### src/logic/tpcu_pkg.sv
// Constants and carrier types of the timer/PWM/capture unit.
// Assumes a single bus clock domain; pins are synchronised inside the unit.
package tpcu_pkg;

	// ==========================================================
	// Widths and reset values
	localparam int unsigned CNT_W      = 16;
	localparam int unsigned PRE_W      = 7;
	localparam logic [15:0] CNT_RST    = 16'h0000;
	localparam logic [15:0] VAL_RST    = 16'h0000;
	localparam logic [6:0]  PRE_RST    = 7'h00;
	localparam logic [15:0] LIMIT_ZERO = 16'h0000;
	localparam logic [15:0] LIMIT_FREE = 16'hffff;
	localparam logic [15:0] CNT_ONE    = 16'h0001;

	// ==========================================================
	// Count clock select encodings
	localparam logic [1:0] CLK_OFF   = 2'h0;
	localparam logic [1:0] CLK_BUS   = 2'h1;
	localparam logic [1:0] CLK_FIXED = 2'h2;
	localparam logic [1:0] CLK_EXT   = 2'h3;

	// ==========================================================
	// Channel mode; any mode with bit 1 set is edge-aligned PWM
	localparam logic [1:0] MODE_CAPTURE = 2'h0;
	localparam logic [1:0] MODE_COMPARE = 2'h1;

	// Edge selection (capture) and pin action (compare)
	localparam logic [1:0] EDGE_NONE = 2'h0;
	localparam logic [1:0] EDGE_RISE = 2'h1;
	localparam logic [1:0] EDGE_FALL = 2'h2;
	localparam logic [1:0] EDGE_ANY  = 2'h3;
	localparam logic [1:0] ACT_NONE   = 2'h0;
	localparam logic [1:0] ACT_TOGGLE = 2'h1;
	localparam logic [1:0] ACT_CLEAR  = 2'h2;
	localparam logic [1:0] ACT_SET    = 2'h3;

	// ==========================================================
	// Carrier types
	typedef struct packed {
		logic [1:0]  count_clock_select;
		logic [2:0]  prescale;
		logic        center_mode_select;
		logic [15:0] count_limit_value;
	} tpcu_cfg_t;

	typedef struct packed {
		logic [1:0] mode;
		logic [1:0] edge_level;
	} tpcu_ch_cfg_t;

	// Counter step broadcast to every channel
	typedef struct packed {
		logic        enable;
		logic        center;
		logic        tick;
		logic        up;
		logic        load;
		logic        start;
		logic [15:0] cur;
		logic [15:0] next;
	} tpcu_ev_t;

endpackage : tpcu_pkg

### src/logic/tpcu_channel.sv
// One timer channel: capture, compare, edge PWM or center PWM.
// Assumes the counter step arrives from the top in the same cycle.
`timescale 1ns/10ps
module tpcu_channel
	import tpcu_pkg::*;
(
	input  logic         sys_clk,
	input  logic         reset,
	input  logic         clk_en,
	input  tpcu_ch_cfg_t cfg,
	input  tpcu_ev_t     ev,
	input  logic         pin_level,
	input  logic         pin_rise,
	input  logic         pin_fall,
	input  logic         wr_en,
	input  logic [15:0]  wr_data,
	input  logic         flag_clr,
	output logic [15:0]  value,
	output logic         flag,
	output logic         pin_out,
	output logic         pin_oe,
	output logic         pin_claim
);

	typedef struct packed {
		logic [15:0] value;
		logic [15:0] pend;
		logic        pend_v;
		logic        flag;
		logic        pin;
		logic        oe;
		logic        claim;
	} tpcu_ch_st_t;

	tpcu_ch_st_t s_q;
	tpcu_ch_st_t s_d;
	logic        fn_on;
	logic        pwm;
	logic        cap_mode;
	logic        cmp_mode;
	logic        cap_hit;
	logic        match;
	logic        active;
	logic        set_ev;

	// ==========================================================
	// Mode decode and event detection
	always_comb begin
		fn_on    = ev.enable && (cfg.edge_level != EDGE_NONE);
		pwm      = ev.center || cfg.mode[1];
		cap_mode = !ev.center && (cfg.mode == MODE_CAPTURE);
		cmp_mode = !ev.center && (cfg.mode == MODE_COMPARE);
		active   = !cfg.edge_level[0];
		match    = ev.tick && (ev.next == s_q.value);
		case (cfg.edge_level)
			EDGE_RISE: cap_hit = pin_rise;
			EDGE_FALL: cap_hit = pin_fall;
			EDGE_ANY:  cap_hit = pin_rise || pin_fall;
			default:   cap_hit = 1'b0;
		endcase
		cap_hit = cap_hit && cap_mode && ev.enable;
		// Compare flags even with no pin action, for software timing
		set_ev = cap_hit || (cmp_mode && match) || (pwm && fn_on && match);
	end

	// ==========================================================
	// Next state
	always_comb begin
		s_d       = s_q;
		s_d.claim = fn_on;
		s_d.oe    = fn_on && (ev.center || cfg.mode != MODE_CAPTURE);
		// Value write: direct outside PWM, buffered inside
		if (wr_en && pwm) begin
			s_d.pend   = wr_data;
			s_d.pend_v = 1'b1;
		end else if (wr_en) begin
			s_d.value = wr_data;
		end
		if (pwm && ev.load && s_d.pend_v) begin
			s_d.value  = s_d.pend;
			s_d.pend_v = 1'b0;
		end
		// Capture beats a same-cycle software write
		if (cap_hit) begin
			s_d.value = ev.cur;
		end
		// Set wins over clear
		s_d.flag = (s_q.flag && !flag_clr) || set_ev;
		// Undriven pin follows its level so toggle starts from it
		if (!s_q.oe) begin
			s_d.pin = pin_level;
		end
		if (cmp_mode && fn_on && match) begin
			case (cfg.edge_level)
				ACT_TOGGLE: s_d.pin = !s_q.pin;
				ACT_CLEAR:  s_d.pin = 1'b0;
				ACT_SET:    s_d.pin = 1'b1;
				default:    s_d.pin = s_q.pin;
			endcase
		end else if (ev.center && fn_on) begin
			if (match && !ev.up) begin
				s_d.pin = active;
			end else if (match) begin
				s_d.pin = !active;
			end
		end else if (pwm && fn_on) begin
			// Match before start gives a true 0% at value zero
			if (match) begin
				s_d.pin = !active;
			end else if (ev.start) begin
				s_d.pin = active;
			end
		end
	end

	always_ff @(posedge sys_clk or posedge reset) begin
		if (reset) begin
			s_q       <= '0;
			s_q.value <= VAL_RST;
		end else if (clk_en) begin
			s_q <= s_d;
		end
	end

	assign value     = s_q.value;
	assign flag      = s_q.flag;
	assign pin_out   = s_q.pin;
	assign pin_oe    = s_q.oe;
	assign pin_claim = s_q.claim;

endmodule : tpcu_channel

### src/logic/tpcu_sync.sv
// Three-stage synchroniser with agreement filter and edge pulses.
// Assumes inputs are asynchronous to sys_clk and change slowly.
`timescale 1ns/10ps
module tpcu_sync
	import tpcu_pkg::*;
#(
	parameter int unsigned W = 1
) (
	input  logic         sys_clk,
	input  logic         reset,
	input  logic         clk_en,
	input  logic [W-1:0] din,
	output logic [W-1:0] level,
	output logic [W-1:0] rise,
	output logic [W-1:0] fall
);

	typedef struct packed {
		logic [W-1:0] s1;
		logic [W-1:0] s2;
		logic [W-1:0] s3;
		logic [W-1:0] stable;
		logic [W-1:0] rise;
		logic [W-1:0] fall;
	} tpcu_sync_st_t;

	tpcu_sync_st_t s_q;
	tpcu_sync_st_t s_d;

	// ==========================================================
	// A change counts only once stages two and three agree
	always_comb begin
		s_d        = s_q;
		s_d.s1     = din;
		s_d.s2     = s_q.s1;
		s_d.s3     = s_q.s2;
		for (int i = 0; i < W; i++) begin
			if (s_q.s2[i] == s_q.s3[i]) begin
				s_d.stable[i] = s_q.s3[i];
			end
		end
		s_d.rise = s_d.stable & ~s_q.stable;
		s_d.fall = ~s_d.stable & s_q.stable;
	end

	// Frozen while the clock enable is low
	always_ff @(posedge sys_clk or posedge reset) begin
		if (reset) begin
			s_q <= '0;
		end else if (clk_en) begin
			s_q <= s_d;
		end
	end

	assign level = s_q.stable;
	assign rise  = s_q.rise;
	assign fall  = s_q.fall;

endmodule : tpcu_sync

### src/logic/tpcu_top.sv
// Top of the timer/PWM/capture unit: shared counter, prescaler and
// count clock selection, plus one channel instance per pin.
// Assumes configuration arrives as plain ports held by the host logic,
// and that the port logic outside muxes pins by pin_claim / pin_oe.
`timescale 1ns/10ps

// Summary of operation
// - Channels individually pick capture, compare or edge PWM.
// - One center bit puts every channel into center PWM.
// - Debug state holds the counter; counting resumes afterwards.
// - Wait state: unit keeps counting, comparing and flagging.
// - Clock enable low freezes everything; resumes from held state.
// - Capture copies the counter into the channel value, sets flag.
// - Capture edge: rising, falling, either, or none (disabled).
// - Compare match sets flag and applies the pin action.
// - Compare action: clear, set, toggle, or leave pin alone.
// - Edge PWM period is limit plus one; value sets duty, polarity.
// - Edge PWM flags at period end and at the match that ends the duty.
// - Edge PWM leading edges share the common period start.
// - Center PWM period is twice the limit; value is half duty.
// - Center PWM counts up to limit, down to zero, repeat.
// - Center match counting down activates, counting up deactivates.
// - Limit 0x0000 or 0xffff makes the counter free running.
// - Reading the counter never disturbs counting.
// - Any counter write resets it, whatever the data.
// - One pin per channel, one to eight; optional external clock.
// - Pin without enabled function returns to port control.
// - After reset no function is enabled; pins stay port-controlled.
// - Clock from bus, synced fixed clock or external; divide 1..128.
// - One interrupt flag per channel plus terminal count flag.
// - PWM value updates only on the step to the limit.
module tpcu_top
	import tpcu_pkg::*;
#(
	parameter int unsigned NUM_CH = 8
) (
	input  logic                     sys_clk,
	input  logic                     reset,
	input  logic                     clk_en,
	input  logic                     debug_halt,
	input  tpcu_cfg_t                cfg,
	input  logic                     count_write,
	input  logic                     overflow_clr,
	input  logic                     external_count_clock,
	input  logic                     fixed_clock,
	input  tpcu_ch_cfg_t [NUM_CH-1:0] ch_cfg,
	input  logic [NUM_CH-1:0]        ch_wr_en,
	input  logic [NUM_CH-1:0][15:0]  channel_match_value,
	input  logic [NUM_CH-1:0]        ch_flag_clr,
	input  logic [NUM_CH-1:0]        timer_channel_pin_in,
	output logic [15:0]              count_value,
	output logic                     count_down,
	output logic                     overflow_flag,
	output logic [NUM_CH-1:0][15:0]  ch_value,
	output logic [NUM_CH-1:0]        ch_flag,
	output logic [NUM_CH-1:0]        timer_channel_pin_out,
	output logic [NUM_CH-1:0]        timer_channel_pin_oe,
	output logic [NUM_CH-1:0]        timer_channel_pin_claim
);

	localparam int unsigned SYNC_W = NUM_CH + 2;
	localparam int unsigned FIX_IX = NUM_CH;
	localparam int unsigned EXT_IX = NUM_CH + 1;

	typedef struct packed {
		logic [15:0] cnt;
		logic        down;
		logic [6:0]  pre;
		logic        ovf;
	} tpcu_top_st_t;

	tpcu_top_st_t       s_q;
	tpcu_top_st_t       s_d;
	tpcu_ev_t           ev;
	logic [15:0]        limit;
	logic               src_edge;
	logic               run;
	logic               tick;
	logic               top_hit;
	logic [6:0]         pre_mask;
	logic [SYNC_W-1:0]  sync_in;
	logic [SYNC_W-1:0]  sync_level;
	logic [SYNC_W-1:0]  sync_rise;
	logic [SYNC_W-1:0]  sync_fall;

	// ==========================================================
	// Input synchronisation
	// Channel pins, fixed clock and external clock share one bank.
	// The agreement filter adds latency, which is why the external
	// clock has to stay well below the bus rate.
	assign sync_in = {external_count_clock, fixed_clock, timer_channel_pin_in};

	tpcu_sync #(
		.W (SYNC_W)
	) u_sync (
		.sys_clk (sys_clk),
		.reset   (reset),
		.clk_en  (clk_en),
		.din     (sync_in),
		.level   (sync_level),
		.rise    (sync_rise),
		.fall    (sync_fall)
	);

	// ==========================================================
	// Count clock selection and prescaler
	always_comb begin
		case (cfg.count_clock_select)
			CLK_BUS:   src_edge = 1'b1;
			CLK_FIXED: src_edge = sync_rise[FIX_IX];
			CLK_EXT:   src_edge = sync_rise[EXT_IX];
			default:   src_edge = 1'b0;
		endcase
		// Debug halt stops the source; wait state has no input here
		run      = src_edge && !debug_halt;
		pre_mask = PRE_W'((8'h01 << cfg.prescale) - 8'h01);
		tick     = run && ((s_q.pre & pre_mask) == pre_mask);
	end

	// ==========================================================
	// Effective limit
	// Zero and all-ones both fall back to the full range.
	always_comb begin
		if (cfg.count_limit_value == LIMIT_ZERO) begin
			limit = LIMIT_FREE;
		end else begin
			limit = cfg.count_limit_value;
		end
		// Compare with >= so a lowered limit never strands the count
		top_hit = (s_q.cnt >= limit);
	end

	// ==========================================================
	// Counter, direction and overflow flag
	always_comb begin
		s_d = s_q;
		if (run) begin
			s_d.pre = s_q.pre + 7'h01;
		end
		if (count_write) begin
			// Data is ignored; the prescaler restarts as well
			s_d.cnt  = CNT_RST;
			s_d.down = 1'b0;
			s_d.pre  = PRE_RST;
		end else if (tick && cfg.center_mode_select) begin
			if (!s_q.down && top_hit) begin
				s_d.down = 1'b1;
				s_d.cnt  = s_q.cnt - CNT_ONE;
			end else if (!s_q.down) begin
				s_d.cnt = s_q.cnt + CNT_ONE;
			end else if (s_q.cnt == CNT_RST) begin
				s_d.down = 1'b0;
				s_d.cnt  = s_q.cnt + CNT_ONE;
			end else begin
				s_d.cnt = s_q.cnt - CNT_ONE;
			end
		end else if (tick) begin
			s_d.down = 1'b0;
			if (top_hit) begin
				s_d.cnt = CNT_RST;
			end else begin
				s_d.cnt = s_q.cnt + CNT_ONE;
			end
		end
		// Set wins over a same-cycle clear
		s_d.ovf = (s_q.ovf && !overflow_clr) ||
			(tick && !count_write && top_hit && !s_q.down);
	end

	// ==========================================================
	// Step broadcast to the channels
	// The value the channels match against is the count being entered,
	// so matches and the count output change on the same edge.
	always_comb begin
		ev        = '0;
		ev.enable = (cfg.count_clock_select != CLK_OFF);
		ev.center = cfg.center_mode_select;
		ev.tick   = tick && !count_write;
		ev.up     = !s_d.down;
		ev.cur    = s_q.cnt;
		ev.next   = s_d.cnt;
		// Buffered values land on the step into the limit
		ev.load   = ev.tick && !s_q.down && (s_q.cnt == limit - CNT_ONE);
		// Common period start for every edge PWM channel
		ev.start  = ev.tick && !cfg.center_mode_select && (s_d.cnt == CNT_RST);
	end

	// ==========================================================
	// State register
	// Clock enable low models stopped clocks: nothing advances.
	always_ff @(posedge sys_clk or posedge reset) begin
		if (reset) begin
			s_q      <= '0;
			s_q.cnt  <= CNT_RST;
			s_q.pre  <= PRE_RST;
		end else if (clk_en) begin
			s_q <= s_d;
		end
	end

	// Plain register view; reading has no side effect
	assign count_value   = s_q.cnt;
	assign count_down    = s_q.down;
	assign overflow_flag = s_q.ovf;

	// ==========================================================
	// Channels
	for (genvar c = 0; c < NUM_CH; c++) begin : g_ch
		tpcu_channel u_ch (
			.sys_clk   (sys_clk),
			.reset     (reset),
			.clk_en    (clk_en),
			.cfg       (ch_cfg[c]),
			.ev        (ev),
			.pin_level (sync_level[c]),
			.pin_rise  (sync_rise[c]),
			.pin_fall  (sync_fall[c]),
			.wr_en     (ch_wr_en[c]),
			.wr_data   (channel_match_value[c]),
			.flag_clr  (ch_flag_clr[c]),
			.value     (ch_value[c]),
			.flag      (ch_flag[c]),
			.pin_out   (timer_channel_pin_out[c]),
			.pin_oe    (timer_channel_pin_oe[c]),
			.pin_claim (timer_channel_pin_claim[c])
		);
	end

endmodule : tpcu_top
### config.mk
export PLATFORM = sky130hd
export DESIGN_NAME = tpcu_top
export DESIGN_NICKNAME = d
export VERILOG_FILES = /design/src/logic/tpcu_pkg.sv /design/src/logic/tpcu_channel.sv /design/src/logic/tpcu_sync.sv /design/src/logic/tpcu_top.sv
export SDC_FILE = /design/constraint.sdc
export NUM_CORES = 1
export LEC_CHECK = 0
export BUFFER_PORTS_ARGS = -buffer_cell sky130_fd_sc_hd__buf_4
export CAP_MARGIN = 20
export CELL_PAD_IN_SITES_DETAIL_PLACEMENT = 1
export CELL_PAD_IN_SITES_GLOBAL_PLACEMENT = 1
export CORE_MARGIN = 2
export CORE_UTILIZATION = 26
export CTS_BUF_LIST = sky130_fd_sc_hd__clkbuf_4
export DETAILED_ROUTE_END_ITERATION = 10
export GPL_ROUTABILITY_DRIVEN = 0
export GPL_TIMING_DRIVEN = 0
export PLACE_DENSITY_LB_ADDON = 0.1
export SLEW_MARGIN = 10
export SYNTH_ARGS = -nofsm -noshare
export SYNTH_HDL_FRONTEND = slang
export SYNTH_HIERARCHICAL = 1
export SYNTH_SLANG_ARGS = --single-unit
### constraint.sdc
create_clock -name sys_clk -period 7.91 [get_ports sys_clk]
set_input_delay 1.582 -clock sys_clk [delete_from_list [all_inputs] [get_ports sys_clk]]
set_output_delay 1.582 -clock sys_clk [all_outputs]
set_load 0.02 [all_outputs]
# == Word-level counts from Yosys, hierarchy flattened ==
# Cells that the tools add are included.
# word_totals
regBits,379
in_bits,214
out_inout_bits,178
# op_classes
add_sub_neg,5
order_cmp,1
eq_ne,71
n_shift,1
mux,151
bitwise_logic,5
n_reduce_logical,288
# op_table
op,count
$mux 16,36
$mux 17,12
$logic_and 1x1->1,156
$eq 16x16->1,9
$mux 1,84
$pmux 1 s3,17
$logic_or 1x1->1,49
$logic_not 16->1,3
$eq 2x2->1 const B,18
$reduce_bool 2->1,18
$eq 2x1->1 const B,17
$ne 4x4->1 const B,8
$sub 16x1->16 const B,2
$logic_not 1->1,29
$ne 3x2->1 const B,8
$reduce_and 3->1,8
$reduce_bool 3->1,8
$reduce_and 2->1,9
$add 16x1->16 const B,1
$ge 16x16->1,1
$logic_not 2->1,8
$mux 7,2
$and 10x10->10,1
$eq 1x1->1,10
8 further kinds,8

# == Depth between registers and ports, before layout ==
# Gate-level depths: netlist of the first run.
# depth
depth_word,15
ltp_mapped,24
depth_no_buf,19

# == Cells and area by module ==
# Netlist of the first run, hierarchy kept.
# by_module_without_submodules
mod,instances,cells_each,area_each_um2
tpcu_channel,8,212,2292.2
tpcu_top,1,574,3991.3
tpcu_sync,1,241,2746.4

# == Worst setup path before layout of the first run ==
# Ideal clock, no wire load.
# synth_timing
kind,input to register
startpoint,input port cfg[1] in the netlist's numbering
endpoint,"register g_ch[0].u_ch.s_q, in the netlist g_ch[0].u_ch/pin_out"
setup_ns,0.126
arrival_time_ns,7.151
slack_ns,0.633
stages,22
path_cell_list,buf_6 or4_4 buf_6 nand3b_1 nor2_1 clkbuf_1 nor2_1 ha_1 and3_1 nand4_1 a311o_2 and3_1 buf_4 nor3_1 nor4_1 nor3b_1 xor2_1 nor4_1 nand3_1 or4_1 a31oi_1 a21oi_1
# synth_lines
element,line,text
from (decl),tpcu_top.sv:41,"input tpcu_cfg_t cfg,"
to (decl),tpcu_channel.sv:35,tpcu_ch_st_t s_q;

==> results of run 1 <==
## worst paths after layout
kind / end / slack [ns] / cells past startpoint
max: g_ch[5].u_ch/pin_out / 0.19 / 23
min in group asynchronous: g_ch[3].u_ch/pin_claim / 0.71 / 2
min reg2reg: u_sync/fall[3] / 0.49 / 1
min: u_sync/fall[3] / 0.49 / 1
max reg2reg: g_ch[5].u_ch/pin_out / 1.21 / 19
max in group asynchronous: u_sync/s_d[45] / 6.41 / 2
## through the flow
step	utilization, %	TNS, ns
6_report	33.3	0
5_1_grt	33.3	0
4_1_cts	33.2	0
3_5_place_dp	31.7	-16.90
3_3_place_gp	30.9	-76.37
2_1_floorplan	-	0
## cell type report
class                           instances  area, um^2
Timing Repair Buffer                  412        3500
Tap cell                             1265        1580
Multi-Input combinational cell       1719       13000
Clock buffer                          171        1280
Inverter                               93         359
Antenna cell                            3        7.51
Clock inverter                         25         138
Fill cell                           11000       63400
Sequential cell                       379        9500
Buffer                                309        2210
## layer usage
| layer | part of all wire (%) | GRT usage (%) | vias up |
|---|---|---|---|
| met3 | 5.6 | 4.55 | 203 |
| li1 | - | - | 9923 |
| met1 | 44 | 30.7 | 11200 |
| met5 | 0.079 | 0 | - |
| met2 | 47 | 37.8 | 659 |
| met4 | 3.0 | 7.84 | 14 |
## layout by cell type, fill, tap and decap left out, types with 14 or more instances in the layout
cell,n
a211oi_1,15
a21oi_1,215
a22oi_1,19
a31oi_1,19
buf_12,18
buf_16,14
buf_2,43
buf_4,568
clkbuf_1,55
clkbuf_4,171
clkinv_1,19
dfrtp_1,368
ha_1,19
inv_1,80
mux2_2,217
mux2_4,80
mux2i_1,139
nand2_1,96
nand2b_1,26
nand3_1,56
nand4_1,26
nor2_1,188
nor2_4,15
nor3_1,39
nor4_1,32
o211ai_1,14
o21ai_0,67
o21ai_1,14
or2_2,20
or3_1,18
xnor2_1,16
xor2_1,138
## sequential cells by signal, summed over array words and instances, names as in the netlist
signal,flops
u_sync/fall,8
overflow_flag,1
g_ch.u_ch/s_q,136
g_ch.u_ch/flag,8
count_down,1
count_value,16
g_ch.u_ch/value,128
u_sync/rise,10
g_ch.u_ch/pin_out,8
s_q,7
u_sync/s_q,10
g_ch.u_ch/pin_claim,8
u_sync/s_d,20
g_ch.u_ch/pin_oe,8
u_sync/level,10
## critical path, delay by kind of cell
| kind | cells | cell delay [ns] |
|---|---|---|
| and+or+nand+nor | 10 | 3.68 |
| adders and majority gates | 1 | 0.35 |
| muxes | 1 | 0.20 |
| xor gates and xnor gates | 1 | 0.16 |
| buffers and inverters | 4 | 0.91 |
| AOI/OAI and AO/OA | 6 | 1.59 |
## where the power goes
group	leakage (nW)	total, mW	internal, mW	switching, mW
clock	0.849	1.96	1.01	0.955
sequential	4.52	2.68	2.31	0.372
combinational	8.57	2.26	1.15	1.11
total	13.9	6.90	4.47	2.44
## timing repair
| item | CTS | global route |
|---|---|---|
| setup buffers | 0 | 2 |
| gates resized for setup | 1 | 7 |
| setup endpoints to repair | 9 | 16 |
| hold endpoints to repair | 0 | 0 |
| pin swaps | 0 | 1 |
==> results.json, run 1 <==
{
  "drc": 0,
  "postCtsHoldBufs": 0,
  "period_share_pct": 97.6,
  "placed_cells": 4173,
  "start_util_pct": 26.3,
  "grt_usage_pct": 23.2,
  "yosys_warnings": 6,
  "grt_pass1_wl_um": 166000,
  "clockBufferDepth": 3,
  "worst_slew_pin_slew_ns": 1.15,
  "skew_ns": 0.0994,
  "fmax_ghz": 0.130,
  "cts.htree.levels": 3,
  "clock_latency_ns": 0.96,
  "startpoint": "cfg[0]",
  "drtPass1Iterations": 5,
  "hp-class": "flop to flop",
  "grt_pass1_vias": 23800,
  "drv_slew": 0,
  "vdd_drop_max_mv": 0.0916,
  "rsz0062_at_grt": "false",
  "clk_pin_slew_ns": 0.07,
  "die_w_um": 314,
  "place_area_mm2": 0.0301,
  "synth_area_mm2": 0.0250,
  "drive_gt1_share_pct": 39.8,
  "criticalPathCategory": "primary input to flop",
  "viasPerCell": 5.04,
  "finalNonFillerCells": 4376,
  "drt.antenna.violating_nets": 0,
  "cts_tree": "built",
  "grt_overflow": 0,
  "antenna_found_initial": 12,
  "crit_path_max_fanout": 10,
  "die-area_mm2": 0.0985,
  "leakagePower_nw": 13.9,
  "design_area_mm2": 0.0316,
  "area_growth_pct": 26.7,
  "powerDensity_mw_per_mm2": 218,
  "cts.sinks": 379,
  "worst-endpoint-required_ns": 8.70,
  "max-cap-violations": 0,
  "die_h_um": 314,
  "worstHoldStart": "u_sync/s_q[33]",
  "wl_um": 116000,
  "worstPathCellList": "buf_4 > or4_4 > buf_6 > nand3b_1 > nor2_4 > clkbuf_1 > nor2_1 > ha_1 > a211oi_1 > o211ai_1 > a21oi_1 > and3_1 > buf_4 > nor2_1 > a31oi_1 > mux2i_1 > nor2_4 > xor2_1 > nor4_1 > nand3_1 > or4_1 > a31oi_1 > a21oi_1",
  "synth_cells": 2500,
  "p_total_mw": 6.90,
  "fin_nets": 3264,
  "max_slew_margin_pct": 21.4,
  "row_count": 113,
  "period_needed_ns": 7.72,
  "final-hold-violation-count": 0,
  "cts_buffers": 117,
  "critPathLaunchType": "primary input",
  "setup_viol": 0,
  "pre_cts_ws_ns": -1.24,
  "arrival_ns": 8.50,
  "root_buffer": "clkbuf_4",
  "syn_nets": 2733,
  "post_drt_wl_per_cell_um": 26.6,
  "r2r_start": "count_value[0]",
  "dp_hpwl_um": 84900,
  "setup_slack_ns": 0.192,
  "slowest_stage": "nor2_4",
  "outcome": "finished clean",
  "cp_slowest_stage_delay_ns": 0.66,
  "avgSynthCellArea_um2": 9.98,
  "io_pins": 392,
  "first_iter_violations": 1227,
  "whs_ns": 0.494,
  "io_buffers": 380,
  "core-area_mm2": 0.0950,
  "dr_total_vias": 22000,
  "cp-end-kind": "flop",
  "grt_max_degree": 59
}
Note: power is estimated with default switching activity, not from simulation.
==> inputs of run 2 (changes only) <==
--- a/config.mk
+++ b/config.mk
@@ -11,5 +11,5 @@
 export CELL_PAD_IN_SITES_GLOBAL_PLACEMENT = 1
 export CORE_MARGIN = 2
-export CORE_UTILIZATION = 26
+export CORE_UTILIZATION = 48
 export CTS_BUF_LIST = sky130_fd_sc_hd__clkbuf_4
 export DETAILED_ROUTE_END_ITERATION = 10
@@ -17,5 +17,4 @@
 export GPL_TIMING_DRIVEN = 0
 export PLACE_DENSITY_LB_ADDON = 0.1
-export SLEW_MARGIN = 10
 export SYNTH_ARGS = -nofsm -noshare
 export SYNTH_HDL_FRONTEND = slang
==> constraint.sdc (replaced) <==
create_clock -name sys_clk -period 7.91 [get_ports sys_clk]
set_input_delay 1.582 -clock sys_clk [delete_from_list [all_inputs] [get_ports sys_clk]]
set_output_delay 1.582 -clock sys_clk [all_outputs]
set_load 0.01 [all_outputs]
==> run 2 against run 1 <==
Effect of this change: via count is 3.5% higher; sequential power hardly changed; worst setup slack improved by 0.16 ns; critical endpoint is now g_ch[1].u_ch/pin_out.
==> results.json, run 2 (synthesis results as in run 1) <==
{
  "outcome": "finished clean",
  "final-hold-violation-count": 0,
  "io_pins": 392,
  "design_area_mm2": 0.0307,
  "row_count": 83,
  "vdd_drop_max_mv": 0.132,
  "grt_pass1_vias": 24100,
  "cts.sinks": 379,
  "leakagePower_nw": 13.9,
  "postCtsHoldBufs": 0,
  "clockBufferDepth": 3,
  "period_share_pct": 95.5,
  "setup_viol": 0,
  "place_area_mm2": 0.0292,
  "die-area_mm2": 0.0538,
  "reg2reg_slack_ns": 1.20,
  "cp_top_family": "simple AND/OR/NAND/NOR gates",
  "crit_path_max_fanout": 18,
  "regMostFlops": "g_ch.u_ch/s_q",
  "powerDensity_mw_per_mm2": 215,
  "drv_slew": 0,
  "r2r_cells": 19,
  "setup_slack_ns": 0.355,
  "max_slew_margin_pct": 12.4,
  "hp-class": "flop to flop",
  "cts_buffers": 108,
  "pre_cts_ws_ns": -1.22,
  "dr_total_vias": 22800,
  "dp_hpwl_um": 71900,
  "r2r-end": "g_ch[1].u_ch/pin_out",
  "area_growth_pct": 22.9,
  "drtPass1Iterations": 8,
  "period_needed_ns": 7.56,
  "critPathLaunchType": "primary input",
  "slowest_stage": "nor4_4",
  "cp-end-kind": "flop",
  "grt_pass1_wl_um": 147000,
  "cts_setup_buffers": 0,
  "root_buffer": "clkbuf_4",
  "worstPathCellList": "buf_4 > or4_4 > buf_6 > nand3b_1 > nor2_4 > nor2_1 > ha_1 > a211oi_1 > o211ai_1 > a21oi_1 > nand3_2 > buf_6 > nand2_4 > a2111oi_1 > a311o_1 > buf_8 > or3_1 > nor4_4 > buf_4 > buf_6 > inv_1 > a2111oi_1 > a21oi_1 > a21oi_1",
  "die_w_um": 232,
  "clk_pin_slew_ns": 0.06,
  "drive_gt1_share_pct": 39.0,
  "viasPerCell": 6.03,
  "final_core_util_pct": 59.7,
  "first_iter_violations": 1946,
  "max-cap-violations": 0,
  "fin_nets": 3247,
  "worst_slew_pin_slew_ns": 1.31,
  "arrival_ns": 8.28,
  "final_cell_mix": "buf_4 (563), dfrtp_1 (379), mux2_2 (217)",
  "worstHoldStart": "overflow_flag",
  "drt.antenna.violating_nets": 0,
  "clock_latency_ns": 0.89,
  "io_buffers": 380,
  "core-area_mm2": 0.0514,
  "critPathBufInv": 7,
  "cts_tree": "built",
  "post_drt_wl_per_cell_um": 26.4,
  "grt_overflow": 0,
  "drc": 0,
  "tns_ns": 0,
  "skew_ns": 0.0993,
  "antenna_found_initial": 16,
  "die_h_um": 232,
  "largest_reg_flops": 136,
  "fmax_ghz": 0.132,
  "wl_um": 99900,
  "final_common_cell": "buf_4",
  "cp_slowest_stage_delay_ns": 0.60,
  "placed_cells": 3582,
  "rsz0062_at_grt": "false",
  "grt_max_degree": 44,
  "start_util_pct": 48.6,
  "cts.htree.levels": 3,
  "criticalPathCategory": "primary input to flop",
  "p_total_mw": 6.59,
  "worst-endpoint-required_ns": 8.63,
  "min_path_cells": 1,
  "hold_end": "overflow_flag",
  "grt_usage_pct": 36.6,
  "whs_ns": 0.501,
  "r2r_start": "count_value[0]",
  "finalNonFillerCells": 3782
}
## run 2: what timing repair did
item,in CTS,in global routing
endpoints found under the setup margin,15,16
hold endpoints to repair,0,0
pin swaps,0,0
resized for setup,4,4
## run 2: worst max path at each step
stage | from | end | slack [ns] | cells past startpoint
floorplan | cfg[1] | g_ch[0].u_ch/pin_out | 0.63 | 22
global placement | cfg[0] | g_ch[7].u_ch/pin_out | -3.82 | 22
detailed placement | cfg[0] | g_ch[1].u_ch/pin_out | -1.22 | 22
CTS | cfg[0] | g_ch[1].u_ch/pin_out | 0.11 | 24
global route | cfg[0] | g_ch[1].u_ch/pin_out | 0.04 | 24
finish | cfg[0] | g_ch[1].u_ch/pin_out | 0.35 | 24
## run 2: metal layers
| metal | global-route usage (%) | share of wire (%) |
|---|---|---|
| met1 | 45.3 | 39 |
| met2 | 58.7 | 47 |
| met3 | 9.27 | 8.4 |
| met4 | 19.5 | 5.2 |
| met5 | 0 | 0.087 |
## run 2: worst register-to-register path, cell delays in order (launching register included)
cell and delay, ns:
dfrtp_1 0.70, buf_16 0.24, clkbuf_1 0.49, inv_1 0.20, ha_1 0.40, or3b_2 0.49, a31oi_1 0.20, a311o_2 0.16
a41o_1 0.21, buf_4 0.21, nand2_2 0.15, o41ai_1 0.41, a32oi_1 0.20, inv_1 0.80, xor2_1 0.21, nor4_1 0.33
nand3_1 0.27, or4_1 0.57, a31oi_1 0.22, a21oi_1 0.06
## run 2: final cells by class
type / instances / area, um^2
diodes: 11 / 27.5
repair buffers: 405 / 3390
fillers: 5882 / 20700
inverters: 93 / 349
clock inverters: 25 / 134
clock buffers: 162 / 1220
plain buffers: 308 / 2200
flip-flops and latches: 379 / 9480
multi-input cells: 1719 / 13000
well taps: 680 / 851
## run 2: power by group
| group | switching, mW | total (mW) | internal [mW] | leakage (nW) |
|---|---|---|---|---|
| combinational | 0.916 | 2.04 | 1.13 | 8.52 |
| clock | 0.894 | 1.85 | 0.959 | 0.818 |
| sequential | 0.382 | 2.69 | 2.31 | 4.54 |
| total | 2.19 | 6.59 | 4.39 | 13.9 |
